===== config.mk =====
export PLATFORM = sky130hd
export DESIGN_NAME = led_sink_general_control_register
export DESIGN_NICKNAME = d
export VERILOG_FILES = /design/src/led_ctrl_pkg.sv /design/src/bus_event_if.sv /design/src/pin_sync.sv /design/src/bus_condition_detect.sv /design/src/led_sink_general_control_register.sv
export SDC_FILE = /design/constraint.sdc
export NUM_CORES = 1
export LEC_CHECK = 0
export BUFFER_PORTS_ARGS = -buffer_cell sky130_fd_sc_hd__buf_2
export CORE_UTILIZATION = 30
export DETAILED_ROUTE_END_ITERATION = 16
export GPL_ROUTABILITY_DRIVEN = 1
export PLACE_DENSITY_LB_ADDON = 0.3
export SLEW_MARGIN = 30
export SYNTH_ARGS = -nofsm -noshare
export SYNTH_HDL_FRONTEND = slang
export SYNTH_SLANG_ARGS = --single-unit

===== constraint.sdc =====
create_clock -name ref_clk -period 3.5 [get_ports ref_clk]
set_input_delay 0.525 -clock ref_clk [delete_from_list [all_inputs] [get_ports ref_clk]]
set_output_delay 0.525 -clock ref_clk [all_outputs]
set_load 0.05 [all_outputs]

===== src/led_ctrl_pkg.sv =====
// Constants shared by the LED sink control register design
package led_ctrl_pkg;

  // Bus addressing
  localparam logic [6:0] DEV_ADDR      = 7'h36;  // Seven-bit bus address of the device
  localparam logic [7:0] GC_ADDR       = 8'h10;  // Register address of general_control
  localparam logic [7:0] UNMAPPED_READ = 8'h00;  // Read value of any other register address
  localparam logic [3:0] BYTE_BITS     = 4'h8;   // Bits in one bus byte

  // general_control layout and reset
  localparam logic [7:0] GC_RESET      = 8'hc0;  // Power-on value
  localparam logic [7:0] GC_FIXED_MASK = 8'hc0;  // Bits 7 and 6 always read as one
  localparam int PRIMARY_EN_BIT   = 0;           // primary_sink_enable
  localparam int SECONDARY_EN_BIT = 1;           // secondary_sink_enable
  localparam int SHARED_LEVEL_BIT = 2;           // shared_level_select
  localparam int RAMP_LOW_BIT     = 3;           // ramp_rate_bit_low
  localparam int RAMP_HIGH_BIT    = 4;           // ramp_rate_bit_high
  localparam int DISPLAY_BIAS_BIT = 5;           // display_bias_mode

  // Clock and ramp step times
  localparam int CLK_PERIOD_NS  = 4;             // System clock period
  localparam int RAMP_STEP_A_US = 51;            // Step time, low bit 0, high bit 0
  localparam int RAMP_STEP_B_MS = 13;            // Step time, low bit 0, high bit 1
  localparam int RAMP_STEP_C_MS = 26;            // Step time, low bit 1, high bit 0
  localparam int RAMP_STEP_D_MS = 52;            // Step time, low bit 1, high bit 1

  // Ramp step periods in clock cycles
  localparam logic [23:0] RAMP_CYC_A = 24'(RAMP_STEP_A_US * 1000 / CLK_PERIOD_NS);
  localparam logic [23:0] RAMP_CYC_B = 24'(RAMP_STEP_B_MS * 1000000 / CLK_PERIOD_NS);
  localparam logic [23:0] RAMP_CYC_C = 24'(RAMP_STEP_C_MS * 1000000 / CLK_PERIOD_NS);
  localparam logic [23:0] RAMP_CYC_D = 24'(RAMP_STEP_D_MS * 1000000 / CLK_PERIOD_NS);

  // Bus slave states
  typedef enum logic [2:0] {
    ST_IDLE,
    ST_ADDR,
    ST_REG,
    ST_WDATA,
    ST_ACK,
    ST_RDATA,
    ST_MACK
  } bus_state_type;

endpackage


===== src/bus_event_if.sv =====
// Bus condition events passed from the pin front end to the slave
`timescale 1ns/100ps
interface bus_event_if;
  logic startSeen;  // Start or repeated start, one-cycle pulse
  logic stopSeen;   // Stop, one-cycle pulse
  logic sclRise;    // Clock rising edge, one-cycle pulse
  logic sclFall;    // Clock falling edge, one-cycle pulse
  logic sdaLevel;   // Synchronised data level

  modport source (output startSeen, stopSeen, sclRise, sclFall, sdaLevel);
  modport sink   (input  startSeen, stopSeen, sclRise, sclFall, sdaLevel);
endinterface


===== src/pin_sync.sv =====
// Two-stage synchroniser for the bus pins
`timescale 1ns/100ps
module pin_sync (
  input  wire logic       ref_clk,
  input  wire logic       rst_b,
  input  wire logic [1:0] pinIn,
  output logic      [1:0] pinSync
);

  // One pair of flip-flops per pin; idle bus lines are high
  genvar i;
  generate
    for (i = 0; i < 2; i++) begin : g_sync
      logic stage1_reg;  // Metastability stage, read only by stage2
      logic stage2_reg;  // Stable copy

      always_ff @(posedge ref_clk or negedge rst_b) begin
        if (!rst_b) begin
          stage1_reg <= 1'b1;
          stage2_reg <= 1'b1;
        end else begin
          stage1_reg <= pinIn[i];
          stage2_reg <= stage1_reg;
        end
      end

      assign pinSync[i] = stage2_reg;
    end
  endgenerate

endmodule


===== src/bus_condition_detect.sv =====
// Start, stop and clock edge detection on synchronised bus lines
`timescale 1ns/100ps
module bus_condition_detect (
  input  wire logic    ref_clk,
  input  wire logic    rst_b,
  input  wire logic    sclSync,
  input  wire logic    sdaSync,
  bus_event_if.source  ev
);

  logic sclPrev_reg;   // Clock level one cycle ago
  logic sdaPrev_reg;   // Data level one cycle ago
  logic start_reg;     // Start pulse
  logic stop_reg;      // Stop pulse
  logic rise_reg;      // Clock rise pulse
  logic fall_reg;      // Clock fall pulse
  logic start_next;
  logic stop_next;
  logic rise_next;
  logic fall_next;

  // Data edges while the clock stays high mark start and stop
  always_comb begin
    start_next = sclPrev_reg & sclSync & sdaPrev_reg & ~sdaSync;
    stop_next  = sclPrev_reg & sclSync & ~sdaPrev_reg & sdaSync;
    rise_next  = ~sclPrev_reg & sclSync;
    fall_next  = sclPrev_reg & ~sclSync;
  end

  // Register levels and pulses
  always_ff @(posedge ref_clk or negedge rst_b) begin
    if (!rst_b) begin
      sclPrev_reg <= 1'b1;
      sdaPrev_reg <= 1'b1;
      start_reg   <= 1'b0;
      stop_reg    <= 1'b0;
      rise_reg    <= 1'b0;
      fall_reg    <= 1'b0;
    end else begin
      sclPrev_reg <= sclSync;
      sdaPrev_reg <= sdaSync;
      start_reg   <= start_next;
      stop_reg    <= stop_next;
      rise_reg    <= rise_next;
      fall_reg    <= fall_next;
    end
  end

  assign ev.startSeen = start_reg;
  assign ev.stopSeen  = stop_reg;
  assign ev.sclRise   = rise_reg;
  assign ev.sclFall   = fall_reg;
  assign ev.sdaLevel  = sdaPrev_reg;

endmodule


===== src/led_sink_general_control_register.sv =====
// General control register of a two-output LED driver with bus slave and sink decode
// Operation
// - Bit 0 set enables primary sink
// - Bit 0 clear disables primary, output floats
// - Bit 1 set enables secondary sink in independent mode
// - Bit 1 clear disables secondary in independent mode, output floats
// - Bit 2 set: primary level drives both
// - Bit 2 clear: each sink own level
// - Bits 4:3 select ramp step rate
// - Bit 5 clear: both sinks usable
// - Bit 5 set: secondary off, feedback pin
// - Bias mode: primary follows bit 0
// - Bits 7:6 unused, read as one
// - Shared, primary on: both sinks on
// - Shared, primary off: both sinks off
// - Independent, only secondary on: secondary only
// - Independent, only primary on: primary only
// - Analog enable when bit 0, 1 or 5
// - Register resets to c0 hex
`timescale 1ns/100ps
module led_sink_general_control_register
  import led_ctrl_pkg::*;
#(
  parameter logic [23:0] STEP_CYCLES_A = RAMP_CYC_A,  // Ramp step period, rate 0
  parameter logic [23:0] STEP_CYCLES_B = RAMP_CYC_B,  // Ramp step period, rate 2
  parameter logic [23:0] STEP_CYCLES_C = RAMP_CYC_C,  // Ramp step period, rate 1
  parameter logic [23:0] STEP_CYCLES_D = RAMP_CYC_D   // Ramp step period, rate 3
) (
  input  wire logic       ref_clk,
  input  wire logic       rst_b,
  input  wire logic       sclIn,
  input  wire logic       sdaIn,
  output logic            sdaOut,
  output logic            sdaOe_b,
  output logic            primarySinkOn,
  output logic            secondarySinkOn,
  output logic            secondaryLevelFromPrimary,
  output logic            feedbackMode,
  output logic            analogEnable,
  output logic      [1:0] rampRate,
  output logic            rampStepTick
);

  bus_event_if ev ();          // Bus events from the front end
  logic [1:0]  pinSync;        // Synchronised clock and data

  // Slave state
  bus_state_type state_reg;     // Current slave state
  bus_state_type state_next;
  bus_state_type afterAck_reg;  // State to enter after the acknowledge bit
  bus_state_type afterAck_next;
  logic [7:0]  shift_reg;       // Byte shift register
  logic [7:0]  shift_next;
  logic [3:0]  bitCount_reg;    // Bits of the current byte seen
  logic [3:0]  bitCount_next;
  logic [7:0]  regPtr_reg;      // Register address from the second byte
  logic [7:0]  regPtr_next;
  logic        sdaLow_reg;      // Pull the data line low
  logic        sdaLow_next;
  logic [7:0]  control_reg;     // general_control contents
  logic [7:0]  control_next;

  // Decoded sink state
  logic        primaryOn_reg;   // Primary sink active
  logic        primaryOn_next;
  logic        secondaryOn_reg; // Secondary sink active
  logic        secondaryOn_next;
  logic        shared_reg;      // Secondary level taken from primary register
  logic        shared_next;
  logic        feedback_reg;    // Secondary pin used as feedback input
  logic        feedback_next;
  logic        analog_reg;      // Analog circuitry enabled
  logic        analog_next;
  logic [1:0]  rate_reg;        // Ramp rate selector
  logic [1:0]  rate_next;

  // Ramp step timer
  logic [23:0] rampCount_reg;   // Cycles into the current step
  logic [23:0] rampCount_next;
  logic        rampTick_reg;    // One-cycle pulse per step
  logic        rampTick_next;
  logic [23:0] stepLimit;       // Period of the selected rate

  // Read value of the register that the pointer selects
  function automatic logic [7:0] regRead(input logic [7:0] ptr, input logic [7:0] ctl);
    regRead = (ptr == GC_ADDR) ? ctl : UNMAPPED_READ;
  endfunction

  // Pin synchronisers
  pin_sync u_sync (
    .ref_clk (ref_clk),
    .rst_b   (rst_b),
    .pinIn   ({sclIn, sdaIn}),
    .pinSync (pinSync)
  );

  // Start, stop and clock edge pulses
  bus_condition_detect u_detect (
    .ref_clk (ref_clk),
    .rst_b   (rst_b),
    .sclSync (pinSync[1]),
    .sdaSync (pinSync[0]),
    .ev      (ev.source)
  );

  // Slave byte engine and register write
  always_comb begin
    state_next    = state_reg;
    afterAck_next = afterAck_reg;
    shift_next    = shift_reg;
    bitCount_next = bitCount_reg;
    regPtr_next   = regPtr_reg;
    sdaLow_next   = sdaLow_reg;
    control_next  = control_reg;
    if (ev.stopSeen) begin
      // Stop frees the bus and releases the line
      state_next  = ST_IDLE;
      sdaLow_next = 1'b0;
    end else if (ev.startSeen) begin
      // Start or repeated start begins a new address byte
      state_next    = ST_ADDR;
      bitCount_next = 4'h0;
      shift_next    = 8'h00;
      sdaLow_next   = 1'b0;
    end else begin
      case (state_reg)
        ST_ADDR, ST_REG, ST_WDATA: begin
          if (ev.sclRise) begin
            // Sample data, most significant bit first
            shift_next    = {shift_reg[6:0], ev.sdaLevel};
            bitCount_next = bitCount_reg + 4'h1;
          end else if (ev.sclFall && bitCount_reg == BYTE_BITS) begin
            // Byte complete: acknowledge and act on it
            bitCount_next = 4'h0;
            state_next    = ST_ACK;
            sdaLow_next   = 1'b1;
            afterAck_next = ST_WDATA;
            if (state_reg == ST_ADDR) begin
              if (shift_reg[7:1] != DEV_ADDR) begin
                // Not our address: stay off the bus
                state_next  = ST_IDLE;
                sdaLow_next = 1'b0;
              end else if (shift_reg[0]) begin
                afterAck_next = ST_RDATA;
              end else begin
                afterAck_next = ST_REG;
              end
            end else if (state_reg == ST_REG) begin
              regPtr_next = shift_reg;
            end else if (regPtr_reg == GC_ADDR) begin
              // Bits 7:6 forced high whatever is written
              control_next = shift_reg | GC_FIXED_MASK;
            end
          end
        end
        ST_ACK: begin
          if (ev.sclFall) begin
            // End of acknowledge: release, or drive first read bit
            state_next    = afterAck_reg;
            bitCount_next = 4'h0;
            sdaLow_next   = 1'b0;
            if (afterAck_reg == ST_RDATA) begin
              shift_next  = regRead(regPtr_reg, control_reg);
              sdaLow_next = ~shift_next[7];
            end
          end
        end
        ST_RDATA: begin
          if (ev.sclRise) begin
            bitCount_next = bitCount_reg + 4'h1;
          end else if (ev.sclFall) begin
            if (bitCount_reg == BYTE_BITS) begin
              // Hand the line to the master for its acknowledge
              sdaLow_next   = 1'b0;
              bitCount_next = 4'h0;
              state_next    = ST_MACK;
            end else begin
              shift_next  = {shift_reg[6:0], 1'b0};
              sdaLow_next = ~shift_reg[6];
            end
          end
        end
        ST_MACK: begin
          if (ev.sclRise && ev.sdaLevel) begin
            // Master refused: read ends
            state_next = ST_IDLE;
          end else if (ev.sclFall) begin
            // Master acknowledged: send the register again
            state_next  = ST_RDATA;
            shift_next  = regRead(regPtr_reg, control_reg);
            sdaLow_next = ~shift_next[7];
          end
        end
        default: begin
          // Idle: wait for a start
          state_next = ST_IDLE;
        end
      endcase
    end
  end

  // Slave and register flip-flops
  always_ff @(posedge ref_clk or negedge rst_b) begin
    if (!rst_b) begin
      state_reg    <= ST_IDLE;
      afterAck_reg <= ST_IDLE;
      shift_reg    <= 8'h00;
      bitCount_reg <= 4'h0;
      regPtr_reg   <= 8'h00;
      sdaLow_reg   <= 1'b0;
      control_reg  <= GC_RESET;
    end else begin
      state_reg    <= state_next;
      afterAck_reg <= afterAck_next;
      shift_reg    <= shift_next;
      bitCount_reg <= bitCount_next;
      regPtr_reg   <= regPtr_next;
      sdaLow_reg   <= sdaLow_next;
      control_reg  <= control_next;
    end
  end

  // Sink decode from the control bits
  always_comb begin
    // Primary follows its enable in every mode
    primaryOn_next = control_reg[PRIMARY_EN_BIT];
    if (control_reg[DISPLAY_BIAS_BIT]) begin
      // Secondary pin becomes feedback input
      secondaryOn_next = 1'b0;
    end else if (control_reg[SHARED_LEVEL_BIT]) begin
      // Shared level: secondary follows the primary enable
      secondaryOn_next = control_reg[PRIMARY_EN_BIT];
    end else begin
      // Independent: secondary follows its own enable
      secondaryOn_next = control_reg[SECONDARY_EN_BIT];
    end
    shared_next   = control_reg[SHARED_LEVEL_BIT];
    feedback_next = control_reg[DISPLAY_BIAS_BIT];
    analog_next   = control_reg[PRIMARY_EN_BIT] | control_reg[SECONDARY_EN_BIT]
                  | control_reg[DISPLAY_BIAS_BIT];
    rate_next     = {control_reg[RAMP_HIGH_BIT], control_reg[RAMP_LOW_BIT]};
  end

  // Decode flip-flops
  always_ff @(posedge ref_clk or negedge rst_b) begin
    if (!rst_b) begin
      primaryOn_reg   <= 1'b0;
      secondaryOn_reg <= 1'b0;
      shared_reg      <= 1'b0;
      feedback_reg    <= 1'b0;
      analog_reg      <= 1'b0;
      rate_reg        <= 2'h0;
    end else begin
      primaryOn_reg   <= primaryOn_next;
      secondaryOn_reg <= secondaryOn_next;
      shared_reg      <= shared_next;
      feedback_reg    <= feedback_next;
      analog_reg      <= analog_next;
      rate_reg        <= rate_next;
    end
  end

  // Step timer paced by the selected ramp rate
  always_comb begin
    case (rate_reg)
      2'h0:    stepLimit = STEP_CYCLES_A;
      2'h2:    stepLimit = STEP_CYCLES_B;
      2'h1:    stepLimit = STEP_CYCLES_C;
      default: stepLimit = STEP_CYCLES_D;
    endcase
    // A shorter rate chosen mid-step ends the step at its own period, or at once if the count is already past it
    if (rampCount_reg >= stepLimit - 24'h1) begin
      rampCount_next = 24'h0;
      rampTick_next  = 1'b1;
    end else begin
      rampCount_next = rampCount_reg + 24'h1;
      rampTick_next  = 1'b0;
    end
  end

  // Step timer flip-flops
  always_ff @(posedge ref_clk or negedge rst_b) begin
    if (!rst_b) begin
      rampCount_reg <= 24'h0;
      rampTick_reg  <= 1'b0;
    end else begin
      rampCount_reg <= rampCount_next;
      rampTick_reg  <= rampTick_next;
    end
  end

  // Open-drain data pin: value always low, enable low while pulling
  always_ff @(posedge ref_clk or negedge rst_b) begin
    if (!rst_b) begin
      sdaOut  <= 1'b0;
      sdaOe_b <= 1'b1;
    end else begin
      sdaOut  <= 1'b0;
      sdaOe_b <= ~sdaLow_next;
    end
  end

  // Outputs straight from flip-flops
  assign primarySinkOn             = primaryOn_reg;
  assign secondarySinkOn           = secondaryOn_reg;
  assign secondaryLevelFromPrimary = shared_reg;
  assign feedbackMode              = feedback_reg;
  assign analogEnable              = analog_reg;
  assign rampRate                  = rate_reg;
  assign rampStepTick              = rampTick_reg;
endmodule


==> results of run 1 <==
[stage by stage]
stage	total power, uW	cells	hold WS (ns)	setup slack, ns	cell area (sq um)
detailed placement	1780	627	0.351	0.307	4600
global route	2960	643	0.273	0.0740	4930
global placement	1760	627	0.350	0.459	4600
finish	2790	643	0.209	0.260	4930
CTS	2810	643	0.268	0.293	4920
floorplan	1610	451	0.229	0.258	4380
[synthesized netlist by cell type (4+ instances only)]
cell type / number
sky130_fd_sc_hd__a21o_1: 5
sky130_fd_sc_hd__a21oi_1: 21
sky130_fd_sc_hd__and3_1: 26
sky130_fd_sc_hd__and4_1: 5
sky130_fd_sc_hd__buf_2: 5
sky130_fd_sc_hd__buf_4: 4
sky130_fd_sc_hd__clkbuf_1: 7
sky130_fd_sc_hd__dfrtp_1: 69
sky130_fd_sc_hd__dfstp_2: 7
sky130_fd_sc_hd__ha_1: 31
sky130_fd_sc_hd__inv_1: 20
sky130_fd_sc_hd__mux2_2: 9
sky130_fd_sc_hd__mux2i_1: 4
sky130_fd_sc_hd__nand2_1: 42
sky130_fd_sc_hd__nand2b_1: 6
sky130_fd_sc_hd__nand3_1: 18
sky130_fd_sc_hd__nand4_1: 10
sky130_fd_sc_hd__nor2_1: 25
sky130_fd_sc_hd__nor2b_1: 4
sky130_fd_sc_hd__nor3_1: 15
sky130_fd_sc_hd__nor3b_1: 4
sky130_fd_sc_hd__o21ai_0: 22
sky130_fd_sc_hd__o31ai_1: 5
sky130_fd_sc_hd__or3_1: 5
sky130_fd_sc_hd__xnor2_1: 11
sky130_fd_sc_hd__xor2_1: 11
[power by group through the flow]
stage               Sequential (uW)  Combinational, uW  Clock [uW]
floorplan                      1090                523           0
global placement               1160                602           0
detailed placement             1160                613           0
CTS                            1150                618        1050
global route                   1170                703        1090
finish                         1150                623        1020
[cell type report]
type / count / area (sq um) / area share [%]
inverter: 20 / 75.1 / 1.52
tap: 180 / 225 / 4.57
timing repair buffer: 14 / 81.3 / 1.65
clock buffer: 10 / 229 / 4.65
clock inverter: 6 / 95.1 / 1.93
multi-input combinational: 337 / 2310 / 46.9
sequential: 76 / 1910 / 38.8
[cell families (layout without fill, tap and decap cells)]
group,after synthesis,in the layout,share of synthesized area [%]
DFF,76,76,43.6
and+or+nand+nor,183,183,23.1
adders and majority gates,31,31,8.85
xor gates and xnor gates,22,22,4.39
AOI/OAI and AO/OA,86,86,13.0
other,2,2,0.171
muxes,13,13,3.22
buffers and inverters,38,50,3.74
[final timing paths]
path / from / endpoint
worst max-delay path: rampRate[0]$_DFF_PN0_ / rampCount_reg[18]$_DFF_PN0_
worst min-delay path: rst_b / rampCount_reg[5]$_DFF_PN0_
worst max register to register: rampRate[0]$_DFF_PN0_ / rampCount_reg[18]$_DFF_PN0_
worst min register to register: u_sync.g_sync[1].stage1_reg$_DFF_PN1_ / u_sync.g_sync[1].stage2_reg$_DFF_PN1_
max in group asynchronous: rst_b / afterAck_reg[1]$_DFFE_PN0P_
min in group ref_clk: sdaIn / u_sync.g_sync[0].stage1_reg$_DFF_PN1_
[routing by layer]
metal	GRT usage, %	part of all wire, %	up-vias
met5	0	0	-
met4	6.17	1.9	0
met3	2.49	4.0	14
met2	22.7	46	77
met1	19.9	48	1713
li1	-	-	1641
==> run summary, run 1 <==
Setup violations remaining at the end of the flow were counted as 0. The number of H-tree levels is 3. The largest total area in the synthesized netlist belongs to sky130_fd_sc_hd__dfrtp_1. The clock tree root buffer cell was sky130_fd_sc_hd__clkbuf_16.

Broken down by cell family, the worst path's largest delay share belongs to compound AO/OA/AOI/OAI gates. The post-synthesis area per instance is 9.72 sq um, and the number of buffers on the longest clock path is 2. The final-report hold violation count is 0.

The worst pin sits at a relative slew slack of 53.6%. Placed wire-length estimate after detailed placement: 6930 um. The flow ran to the end, and the final reports show no timing, DRC or antenna violations. The cell that appears most often on the critical path is sky130_fd_sc_hd__ha_1. For the setup TNS, the log shows 0 ns.

The top cell types in the final layout, fill and taps aside, are sky130_fd_sc_hd__dfrtp_1 (69), sky130_fd_sc_hd__nand2_1 (42), sky130_fd_sc_hd__ha_1 (31). The startpoint type of the worst setup path is a flop. The run gives 0.0151 sq mm as the full die area. For this run, the top clock speed supported by timing is 0.309 GHz. Data on the critical path is required at its endpoint by 3.77 ns. In the synthesized netlist the dominant register cell turns out to be sky130_fd_sc_hd__dfrtp_1.

Last weighted congestion value of the routability-driven placer: 0.830. The slack of the worst reg-to-reg path is 0.26 ns. The min-delay analysis places its worst path in the category in2async. The final layout net count was 493; the share of the core filled with cells was 35.1%. The antenna diode count was 0; the peak per-stage delay on the critical path was 0.53 ns. The floorplan die width works out to 123 um. On the critical path, the stage with the largest delay is an instance of sky130_fd_sc_hd__or4_1. Sequential cells were found to cover 43.6% of the synthesized design area. The number of gates resized after CTS was 0. The clock insertion delay at the later pin of the skew report was 0.34 ns; the net switching fraction of the power was 33.2%. The number of cell rows was 43.

The number of antenna violations at the first check in global routing is 0. Relative to the synthesized area, the layout overhead comes to 12.4%. The run gives 10200 um as the total wire length after detailed routing. Setup repair after global routing left no endpoint under its margin. Dividing the detail-routed wire length by the instance count gives 15.9 um. After technology mapping, the gate count stands at 451. Registers are responsible for 41.2% of the overall power. The number of enable flip-flop cells after synthesis is 0, and the count of vias placed by the detailed router is 3445. The total stage count of the critical path came out at 11. The static leakage power came out at 0.00230 uW. Combinational logic burns 22.3% of the power. Of all nets on the critical path, the largest fanout is 25.

The count of buffering cells on the critical path with inverters included came out at 1. The max-slew violation count came out at 0. Once detail routing completed, the nets flagged for antenna violations numbered 0.

Clock power share: 36.4%. Using the TritonRoute via totals, the vias-per-cell ratio works out to 5.36. The initial utilization of the core area, before any placement, comes to 31.2%. The run gives 9 as the total clock buffers created by CTS. The global routing usage summed across all routing layers was 14.6%.

By area the synthesized netlist is led by sky130_fd_sc_hd__dfrtp_1 (39%), sky130_fd_sc_hd__ha_1 (8.8%), sky130_fd_sc_hd__dfstp_2 (4.2%), sky130_fd_sc_hd__and3_1 (3.7%), sky130_fd_sc_hd__nand2_1 (3.6%). Counting the fill cells in the layout gives 1366. TritonCTS built the clock tree. The register with the most flip-flops in the layout has 24 of them.

When the netlist entered floorplanning its net count stood at 486. During placement, the flow inserted port buffers numbering 12. The time the final worst path needs with I/O delays and setup was 3.24 ns; the post-synthesis cell area was 0.00438 sq mm.

The tools report the via count of the first global-routing pass as 3288. Max-cap violations in this run came to 0. Measured along the y axis, the die boundary spans 123 um.

Traced cell by cell, the critical path runs through inv_1 -> ha_1 -> or4_1 -> o21ai_0 -> a22oi_1 -> ha_1 -> nand4_1 -> nor2_1 -> a311oi_1 -> o221a_2 -> and3_1. The first global-routing pass estimated 16900 um of wire. The top cell type by area accounts for 39.4% of the synthesized area. The internal power was 1860 uW; the number of buffers added to fix hold violations after cts was 0. The number of unique standard cell types used by synthesis is 67. The run gives 0 as the total congestion overflow. The clock net in this run drives a total of 76 sinks. The logs give 924 uW for the net switching power figure and 0.000228 V for the maximum vdd ir drop. For the worst setup path, the data arrival time is 3.51 ns. The area of the placeable core was 0.0140 sq mm; the share of the cycle needed by the critical path after routing was 92.6%.

The run gives 0 as the number of remaining DRC errors. The register bit count reported by yosys is 76, and the worst reg2reg path depth is 11. The clock tree skew after final layout is 0.00650 ns, and the number of violations reported at the end of detailed-routing iteration 0 is 271. The logs give 0 for the post-CTS repair timing setup buffer count and 0 for the Yosys warning count.

14 I/O pins were placed. Counting flops with an async set or reset pin after synthesis yields a share of 100%. The post-CTS clock slew at the launch and capture registers of the worst setup and hold paths is 0.06 ns. The most common cell after layout, fill and taps aside was sky130_fd_sc_hd__dfrtp_1. The start-to-end type of the worst setup path is reg2reg. For the largest net degree at the start of global routing, the log shows 77. The power per standard cell area is 566 mW/mm^2, and the proportion of layout cells with a drive suffix above 1 is 12.5%. STA classifies the critical path endpoint as a flop.

The detailed-router iteration count before antenna repair came out at 6. The worst-margin pin slew works out to 0.697 ns.
(Power assumes the default switching activity.)
==> run 2: changes to the inputs <==
--- a/config.mk
+++ b/config.mk
@@ -5,6 +5,7 @@
 export SDC_FILE = /design/constraint.sdc
 export NUM_CORES = 1
 export LEC_CHECK = 0
+export ABC_AREA = 1
 export BUFFER_PORTS_ARGS = -buffer_cell sky130_fd_sc_hd__buf_2
 export CORE_UTILIZATION = 30
 export DETAILED_ROUTE_END_ITERATION = 16
==> constraint.sdc (replaced) <==
create_clock -name ref_clk -period 3.92 [get_ports ref_clk]
set_input_delay 0.588 -clock ref_clk [delete_from_list [all_inputs] [get_ports ref_clk]]
set_output_delay 0.588 -clock ref_clk [all_outputs]
set_load 0.05 [all_outputs]
==> run 2 against run 1 <==
Against the previous run: sequential cell count is the same; worst setup slack improved by 1.1 ns; sequential power decreased by 25%; largest power group unchanged; critical endpoint is now rampCount_reg[21]$_DFF_PN0_; sequential share of layout area down 1.3 points.
==> run summary, run 2 <==
The number of enable flip-flop cells after synthesis works out to 0 (unchanged). For the proportion of synthesized chip area in sequential cells, the log shows 41.9% (-1.7 points). The tools report the count of mapped cells out of synthesis as 569 (+26%). The post-synthesis area per instance was 8.01 sq um (-18%). The tools report the combined area of the multi-input logic cells as 0.00228 sq mm (-1.4%).

The count of port buffers added during placement is 12 (unchanged). By area the synthesized netlist is led by sky130_fd_sc_hd__dfrtp_1 (38%), sky130_fd_sc_hd__nand2_1 (11%), sky130_fd_sc_hd__ha_1 (8.5%), sky130_fd_sc_hd__inv_1 (6.0%), sky130_fd_sc_hd__nor2_1 (5.4%). The worst register-to-register path ends at rampCount_reg[21]$_DFF_PN0_. The power per standard cell area is 358 mW/mm^2 (-37%), and the global routing usage summed across all routing layers is 13.5% (-1.1 points). The logs give 6 (unchanged) for the detailed-router iteration count before antenna repair and 757 (+21%) for the placed cell count. The largest net degree at the start of global routing is 77 (unchanged). The register bit count reported by yosys is 76 (unchanged). The achievable clock frequency is 0.392 GHz (+27%), and the post-synthesis cell area is 0.00456 sq mm (+4.0%).

The number of violations reported at the end of detailed-routing iteration 0 is 128 (-53%). The tools report the number of buffers on the longest clock path as 2 (unchanged). The tools report the number of antenna violations at the first check in global routing as 0 (unchanged). The logic gate share of total power was 8.1% (-14 points); the average wire per cell in the routed design was 12.4 um (-22%).

The post-cts sizing count was 0 (unchanged); the number of sinks on the clock net was 76 (unchanged). The run gives 0.000294 V (+29%) as the maximum vdd ir drop. The placed wire-length estimate after detailed placement is 7160 um (+3.3%). The clock insertion delay at the later pin of the skew report was 0.34 ns (about the same); the time the final worst path needs with I/O delays and setup was 2.55 ns (-0.691 ns). The total setup violations reported at the end of the flow was 0 (unchanged); the arrival time at the worst endpoint was 2.81 ns (-0.70 ns). The number of remaining DRC errors came out at 0 (unchanged). The run finished with clean final reports. The run gives 3.72% (+1.2 points) as the global routing usage on met3. The post-CTS clock slew at the launch and capture registers of the worst setup and hold paths was 0.06 ns (about the same); the power share of the sequential group was 47.1% (+5.9 points). The clock tree skew after final layout is 0.00555 ns (-0.000958 ns). The combined flip-flop and latch cell area was 0.00191 sq mm (unchanged). For the number of cell rows, the log shows 44 (+2.3%). The tools report the total congestion overflow as 0 (unchanged). After synthesis, the most frequently instantiated cells are sky130_fd_sc_hd__nand2_1 (129), sky130_fd_sc_hd__inv_1 (73), sky130_fd_sc_hd__dfrtp_1 (69). The number of non-filler instances in the completed layout was 773 (+20%); the flip-flop count of the largest register after layout was 24 (unchanged). The tools report the static leakage power as 0.00252 uW (+9.7%). Setup TNS: 0 ns (unchanged). The number of top-level design ports came out at 14 (unchanged).

The number of H-tree levels was 3 (unchanged). The number of unique standard cell types used by synthesis was 44 (-34%). The first-pass GRT wire length is 17200 um (+1.6%).

For this run, the leading register cell type out of synthesis is sky130_fd_sc_hd__dfrtp_1. The worst reg2reg path depth is 13 (+2). The post-synthesis async set-or-reset flop share works out to 100% (unchanged). The tools report the launching point of the worst reg2reg path as rampRate[0]$_DFF_PN0_.

The net switching power figure came out at 457 uW (-51%). STA classifies the critical path startpoint as a flop. The total wire length after detailed routing is 9590 um (-6.2%), and the met1 layer usage reported by global route is 16.7% (-3.3 points). In the layout the commonest cells are sky130_fd_sc_hd__nand2_1 (129), sky130_fd_sc_hd__inv_1 (73), sky130_fd_sc_hd__dfrtp_1 (69). The run gives 55.4% (+1.9 points) as the relative slew slack. For the Yosys warning count, the log shows 0 (unchanged). The library cell used most frequently in the layout, excluding fill and tap cells, is sky130_fd_sc_hd__nand2_1.

The layout filler cell count is 1524 (+12%). The run gives 0 (unchanged) as the final-report hold violation count. The clock power share came out at 44.9% (+8.5 points). The tools report the synthesized netlist net count as 604 (+24%).

The tools report the critical path data required time as 4.18 ns (+0.41 ns). The net switching fraction of the power works out to 25.1% (-8.1 points). The most numerous cell type found on the critical path is sky130_fd_sc_hd__nor2_1. The proportion of layout cells with a drive suffix above 1 works out to 12.6% (+0.037 points). For the count of vias placed by the detailed router, the log shows 3623 (+5.2%).

The logs give 0.0147 sq mm (+4.7%) for the area of the placeable core and 0 (unchanged) for the max-slew violation count. The worst-margin pin slew is 0.668 ns (-0.0280 ns). Among all cell types in the netlist, the one instantiated most often is sky130_fd_sc_hd__nand2_1. The total clock buffers created by CTS is 9 (unchanged). The maximum fanout encountered on the critical timing path is 25 (unchanged), and the fraction of synthesized cell area taken by the top area cell type is 37.9% (-1.5 points).

Compared with the post-synthesis result, the final layout area differs by 11.7%. The height of the die works out to 125 um (+1.9%). The internal power was 1370 uW (-27%).

Setup repair after global routing left no endpoint under its margin. After global routing, the most crowded layer is met2. Start-to-end type of the worst setup path: reg2reg. The final layout net count is 619 (+26%). For the last weighted congestion value of the routability-driven placer, the log shows 0.853 (+2.7%).

The worst hold path belongs to the class in2async. Slowest cell on the critical path: sky130_fd_sc_hd__dfrtp_1. The largest area contributor in the netlist is sky130_fd_sc_hd__dfrtp_1. The detailed-route vias per instance works out to 4.69 (-13%). For the post-CTS repair timing setup buffer count, the log shows 0 (unchanged). For the initial core utilization, the log shows 31.0% (-0.20 points). CTS placed an instance of sky130_fd_sc_hd__clkbuf_16 at the clock tree root. Endpoint type of the worst setup path: a flop. The run gives 0 (unchanged) as the number of max-cap violations. TritonCTS built the clock tree.

The tools report the residual antenna-violating net count after detailed routing as 0 (unchanged). For the antenna diode count, the log shows 0 (unchanged). The via count of the first global-routing pass was 3647 (+11%); the floorplan die width was 125 um (+1.9%). The run gives 1.37 ns (+1.11 ns) as the slack of the worst reg-to-reg path.

The peak per-stage delay on the critical path is 0.43 ns (-0.10 ns), and the number of buffers added to fix hold violations after cts is 0 (unchanged). The signal on the critical path passes through inv_1 -> ha_1 -> nor2_1 -> nor2_1 -> xor2_1 -> ha_1 -> a21oi_1 -> o21a_1 -> o21ai_0 -> nand2_1 -> nand3_1 -> buf_4 -> nor2_1. The run gives 22.6% (-0.076 points) as the global routing met2 resource utilization.

The full die area is 0.0157 sq mm (+3.9%), and the share of the cycle needed by the critical path after routing is 65.0% (-28 points).
run 2: changes by cell type in the layout (fill, tap and decap cells not counted), moves of 10 or more:
| cell | before | now |
|---|---|---|
| sky130_fd_sc_hd__and3_1 | 26 | 0 |
| sky130_fd_sc_hd__inv_1 | 20 | 73 |
| sky130_fd_sc_hd__o21ai_2 | 0 | 10 |
| sky130_fd_sc_hd__nor2_1 | 25 | 66 |
| sky130_fd_sc_hd__nand3_1 | 18 | 28 |
| sky130_fd_sc_hd__o21ai_1 | 0 | 15 |
| sky130_fd_sc_hd__nand2_1 | 42 | 129 |
run 2: per-stage QoR:
| step | instance area (sq um) | hold slack, ns | worst slack, ns | power, uW | util (%) |
|---|---|---|---|---|---|
| 3_5_place_dp | 4790 | 0.347 | 1.39 | 1020 | 32.6 |
| 6_report | 5090 | 0.276 | 1.37 | 1820 | 34.6 |
| 2_1_floorplan | 4560 | 0.292 | 1.22 | 978 | - |
| 5_1_grt | 5090 | 0.329 | 1.05 | 1910 | 34.6 |
| 3_3_place_gp | 4790 | 0.346 | 1.47 | 1020 | 32.6 |
| 4_1_cts | 5090 | 0.335 | 1.37 | 1850 | 34.6 |
run 2: metal layers:
metal,wire length (um),up-vias
li1,-,1857
met1,4410,1696
met2,4620,54
met3,337,16
met4,216,0
met5,0,-
run 2: how the worst max path moves through the flow:
stage	startpoint	endpoint	slack [ns]	depth (start not counted)
6_report	rampRate[0]$_DFF_PN0_	rampCount_reg[21]$_DFF_PN0_	1.37	13
5_1_grt	rampRate[0]$_DFF_PN0_	rampCount_reg[21]$_DFF_PN0_	1.05	14
4_1_cts	rampRate[0]$_DFF_PN0_	rampCount_reg[21]$_DFF_PN0_	1.37	13
3_5_place_dp	rampRate[0]$_DFF_PN0_	rampCount_reg[21]$_DFF_PN0_	1.39	14
3_3_place_gp	rampRate[0]$_DFF_PN0_	rampCount_reg[21]$_DFF_PN0_	1.47	14
2_1_floorplan	rampRate[0]$_DFF_PN0_	rampCount_reg[12]$_DFF_PN0_	1.22	13
run 2: layout make-up:
class                      instances  area share (%)
multi-input combinational        403            44.7
sequential                        76            37.5
inverter                          81            6.02
clock buffer                      11            4.57
tap                              184            4.52
timing repair buffer              13            1.45
clock inverter                     5            1.18
run 2: power by group through the flow:
stage               Combinational, uW  Sequential, uW  Clock [uW]
finish                            147             858         818
global placement                  147             871           0
global route                      172             864         876
detailed placement                149             872           0
CTS                               149             858         841
floorplan                         110             868           0
run 2: worst max-delay path: cells and delay by family (launching register included):
kind / cells / cell delay, ns
AOI/OAI and AO/OA: 3 / 0.37
xor gates and xnor gates: 1 / 0.18
adders and majority gates: 2 / 0.55
buffers and inverters: 2 / 0.45
DFF: 1 / 0.43
and+or+nand+nor: 5 / 0.49
run 2: kinds of logic after synthesis:
group,Yosys count,synth area share [%]
and+or+nand+nor,273,27.4
buffers and inverters,90,8.15
AOI/OAI and AO/OA,78,10.2
DFF,76,41.9
adders and majority gates,31,8.51
xor gates and xnor gates,19,3.65
other,2,0.165
==> run 3: changes to the inputs <==
==> constraint.sdc (replaced) <==
create_clock -name ref_clk -period 2.1 [get_ports ref_clk]
set_input_delay 0.315 -clock ref_clk [delete_from_list [all_inputs] [get_ports ref_clk]]
set_output_delay 0.315 -clock ref_clk [all_outputs]
set_load 0.05 [all_outputs]
==> run 3 against run 2 <==
Against the previous run: the run now ends with negative hold slack, negative setup slack left; cell area up 3.4%; via count grew 2.4%; routed wire length grew 3.4%; sequential power grew 88%; worst setup slack worse by 1.5 ns; largest power group unchanged; sequential share of layout area fell by 1.1 points; power rose by 83%; die area did not move; global-route usage rose by 0.47 points; maximum frequency up 12%.
==> run summary, run 3 (synthesis results as in run 2) <==
The final layout net count came out at 631 (+1.9%). Post-CTS clock slew at the launch and capture registers of the worst setup and hold paths: 0.06 ns (about the same). The tools report the area of the placeable core as 0.0147 sq mm (unchanged). The maximum fanout encountered on the critical timing path was 25 (unchanged); the total wire length after detailed routing was 9920 um (+3.4%). The proportion of layout cells with a drive suffix above 1 is 17.1% (+4.6 points), and the number of top-level design ports is 14 (unchanged). Antenna diode count: 0 (unchanged). The worst reg2reg path depth is 13 (unchanged), and the largest net degree at the start of global routing is 46 (-40%). The total congestion overflow is 0 (unchanged).

STA classifies the critical path startpoint as a flop. The final-report hold violation count is 12 (+12), and the placed cell count is 767 (+1.3%). The total routed wire length on the met1 layer is 4590 um (+4.0%), and the full die area is 0.0157 sq mm (unchanged).

The number of cell rows came out at 44 (unchanged). The flow ran to the end, but the final reports show violations. The average wire per cell in the routed design was 12.6 um (+1.8%). For the achievable clock frequency, the log shows 0.441 GHz (+12%). The cell family contributing the most delay on the critical path is adder cells. The launching point of the worst reg2reg path was rampRate[1]$_DFF_PN0_. The final reports fail on negative hold slack, negative setup slack.

The number of violations reported at the end of detailed-routing iteration 0 came out at 128 (unchanged). The highest layer touched by signal routing is met4. The count of buffering cells on the critical path with inverters included was 2 (unchanged); the clock tree skew after final layout was 0.00612 ns (+0.000571 ns).

Setup repair after global routing could not meet its margin everywhere. Count of port buffers added during placement: 12 (unchanged). TritonCTS built the clock tree. In this run the critical register-to-register path is captured at rampCount_reg[0]$_DFF_PN0_. Relative to the synthesized area, the layout overhead comes to 15.4%.

The detailed route wirelength on metal2 is 4700 um (+1.7%), and the initial core utilization is 31.0% (unchanged). The share of the cycle needed by the critical path after routing works out to 108% (+43 points). The tools report the clock tree root buffer cell as sky130_fd_sc_hd__clkbuf_16. The number of sinks on the clock net is 76 (unchanged). The power per standard cell area is 635 mW/mm^2 (+77%). The last weighted congestion value of the routability-driven placer is 0.892 (+4.6%), and the number of buffers added to fix hold violations after cts is 0 (unchanged). The logs give 0 (unchanged) for the number of remaining DRC errors and 3 (unchanged) for the number of H-tree levels. Peak per-stage delay on the critical path: 0.43 ns (about the same).

STA classifies the critical path endpoint as a flop. The relative slew slack was 59.4% (+4.0 points). The logs give 3710 (+2.4%) for the count of vias placed by the detailed router and 14.0% (+0.47 points) for the global routing usage summed across all routing layers. The tools report the max-slew violation count as 0 (unchanged). The critical path is of the reg2reg type. Total setup violations reported at the end of the flow: 25 (+25).

The tools report the detailed-router iteration count before antenna repair as 5 (-1). Traced cell by cell, the critical path runs through buf_4 -> ha_1 -> nor2_2 -> nand3_2 -> xor2_1 -> ha_1 -> nand2_1 -> o21a_1 -> o21ai_1 -> nand2_1 -> nand3_2 -> buf_12 -> nor2_1. Number of buffers on the longest clock path: 2 (unchanged).

Worst-margin pin slew: 0.609 ns (-0.0599 ns). The smallest setup slack after layout came out at -0.168 ns (-1.54 ns). The most common cell after layout, fill and taps aside is sky130_fd_sc_hd__nand2_1.

The arrival time at the worst endpoint is 2.49 ns (-0.32 ns). First-pass GRT wire length: 17700 um (+2.7%). Routed length on met3: 377 um (+12%). The placed wire-length estimate after detailed placement was 7420 um (+3.7%); the total clock buffers created by CTS was 9 (unchanged). The logs give 0.000344 V (+17%) for the maximum vdd ir drop and 0.00259 uW (+2.5%) for the static leakage power. The slack of the worst reg-to-reg path is -0.17 ns (-1.54 ns). The residual antenna-violating net count after detailed routing came out at 0 (unchanged). The worst min-delay path category was in2async.

Critical path data required time: 2.32 ns (-1.86 ns). The number of antenna violations at the first check in global routing is 0 (unchanged), and the height of the die is 125 um (unchanged). The time the final worst path needs with I/O delays and setup came out at 2.27 ns (-0.280 ns). The slowest cell on the critical path is sky130_fd_sc_hd__dfrtp_2. The top cell types in the final layout, fill and taps aside, are sky130_fd_sc_hd__nand2_1 (129), sky130_fd_sc_hd__inv_1 (71), sky130_fd_sc_hd__dfrtp_1 (67). The clock insertion delay at the later pin of the skew report came out at 0.34 ns (about the same). The number of max-cap violations was 0 (unchanged). The floorplan die width is 125 um (unchanged), and the post-route worst hold slack is -0.0143 ns (-0.291 ns).

The detailed-route vias per instance came out at 4.73 (+0.84%). For the via count of the first global-routing pass, the log shows 3727 (+2.2%). The number of non-filler instances in the completed layout is 785 (+1.6%), and the final cell area excluding filler cells is 0.00526 sq mm (+3.4%). Flip-flop count of the largest register after layout: 24 (unchanged). Cell area after placement: 0.00494 sq mm (+3.0%).
[run 3: how the worst max path moves through the flow]
stage	start	to	cells past startpoint
4_1_cts	rampRate[0]$_DFF_PN0_	rampCount_reg[6]$_DFF_PN0_	13
3_5_place_dp	rampRate[0]$_DFF_PN0_	rampCount_reg[9]$_DFF_PN0_	14
3_3_place_gp	rampRate[0]$_DFF_PN0_	rampCount_reg[6]$_DFF_PN0_	13
6_report	rampRate[1]$_DFF_PN0_	rampCount_reg[0]$_DFF_PN0_	13
2_1_floorplan	rampRate[1]$_DFF_PN0_	rampCount_reg[6]$_DFF_PN0_	14
5_1_grt	rampRate[1]$_DFF_PN0_	rampCount_reg[6]$_DFF_PN0_	14
[run 3: where the power goes]
group	switching (uW)	internal, uW
logic	191	94.3
clock network	611	841
registers	70.5	1540
[run 3: repair_timing]
item,in CTS,in global routing
gates resized for setup,4,5
setup endpoints to repair,25,25
buffers inserted,1,1
pin swaps,1,4
[run 3: routing by layer]
layer  vias up  track usage, %
li1       1893               -
met1      1723            17.3
met2        71            23.1
met3        23            4.07
met4         0            5.16
met5         -               0
[run 3: layout make-up]
type | count | area [sq um]
clock inverter | 4 | 33.8
clock buffer | 12 | 246
fill | 1533 | 9440
sequential | 76 | 1920
multi-input combinational | 403 | 2340
tap | 184 | 230
timing repair buffer | 25 | 185
inverter | 81 | 312
[run 3: stage by stage]
step | setup slack (ns) | hold WS (ns) | power, uW | util (%) | TNS (ns)
after floorplan | -0.172 | 0.0194 | 1820 | - | -3.62
after global placement | -0.133 | 0.347 | 1910 | 33.6 | -3.23
after detailed placement | -0.235 | 0.347 | 1920 | 33.6 | -4.91
after CTS | -0.180 | 0.00701 | 3410 | 35.6 | -3.77
after global routing | -0.365 | 0.0289 | 3520 | 35.8 | -8.74
final | -0.168 | -0.0143 | 3340 | 35.8 | -3.94
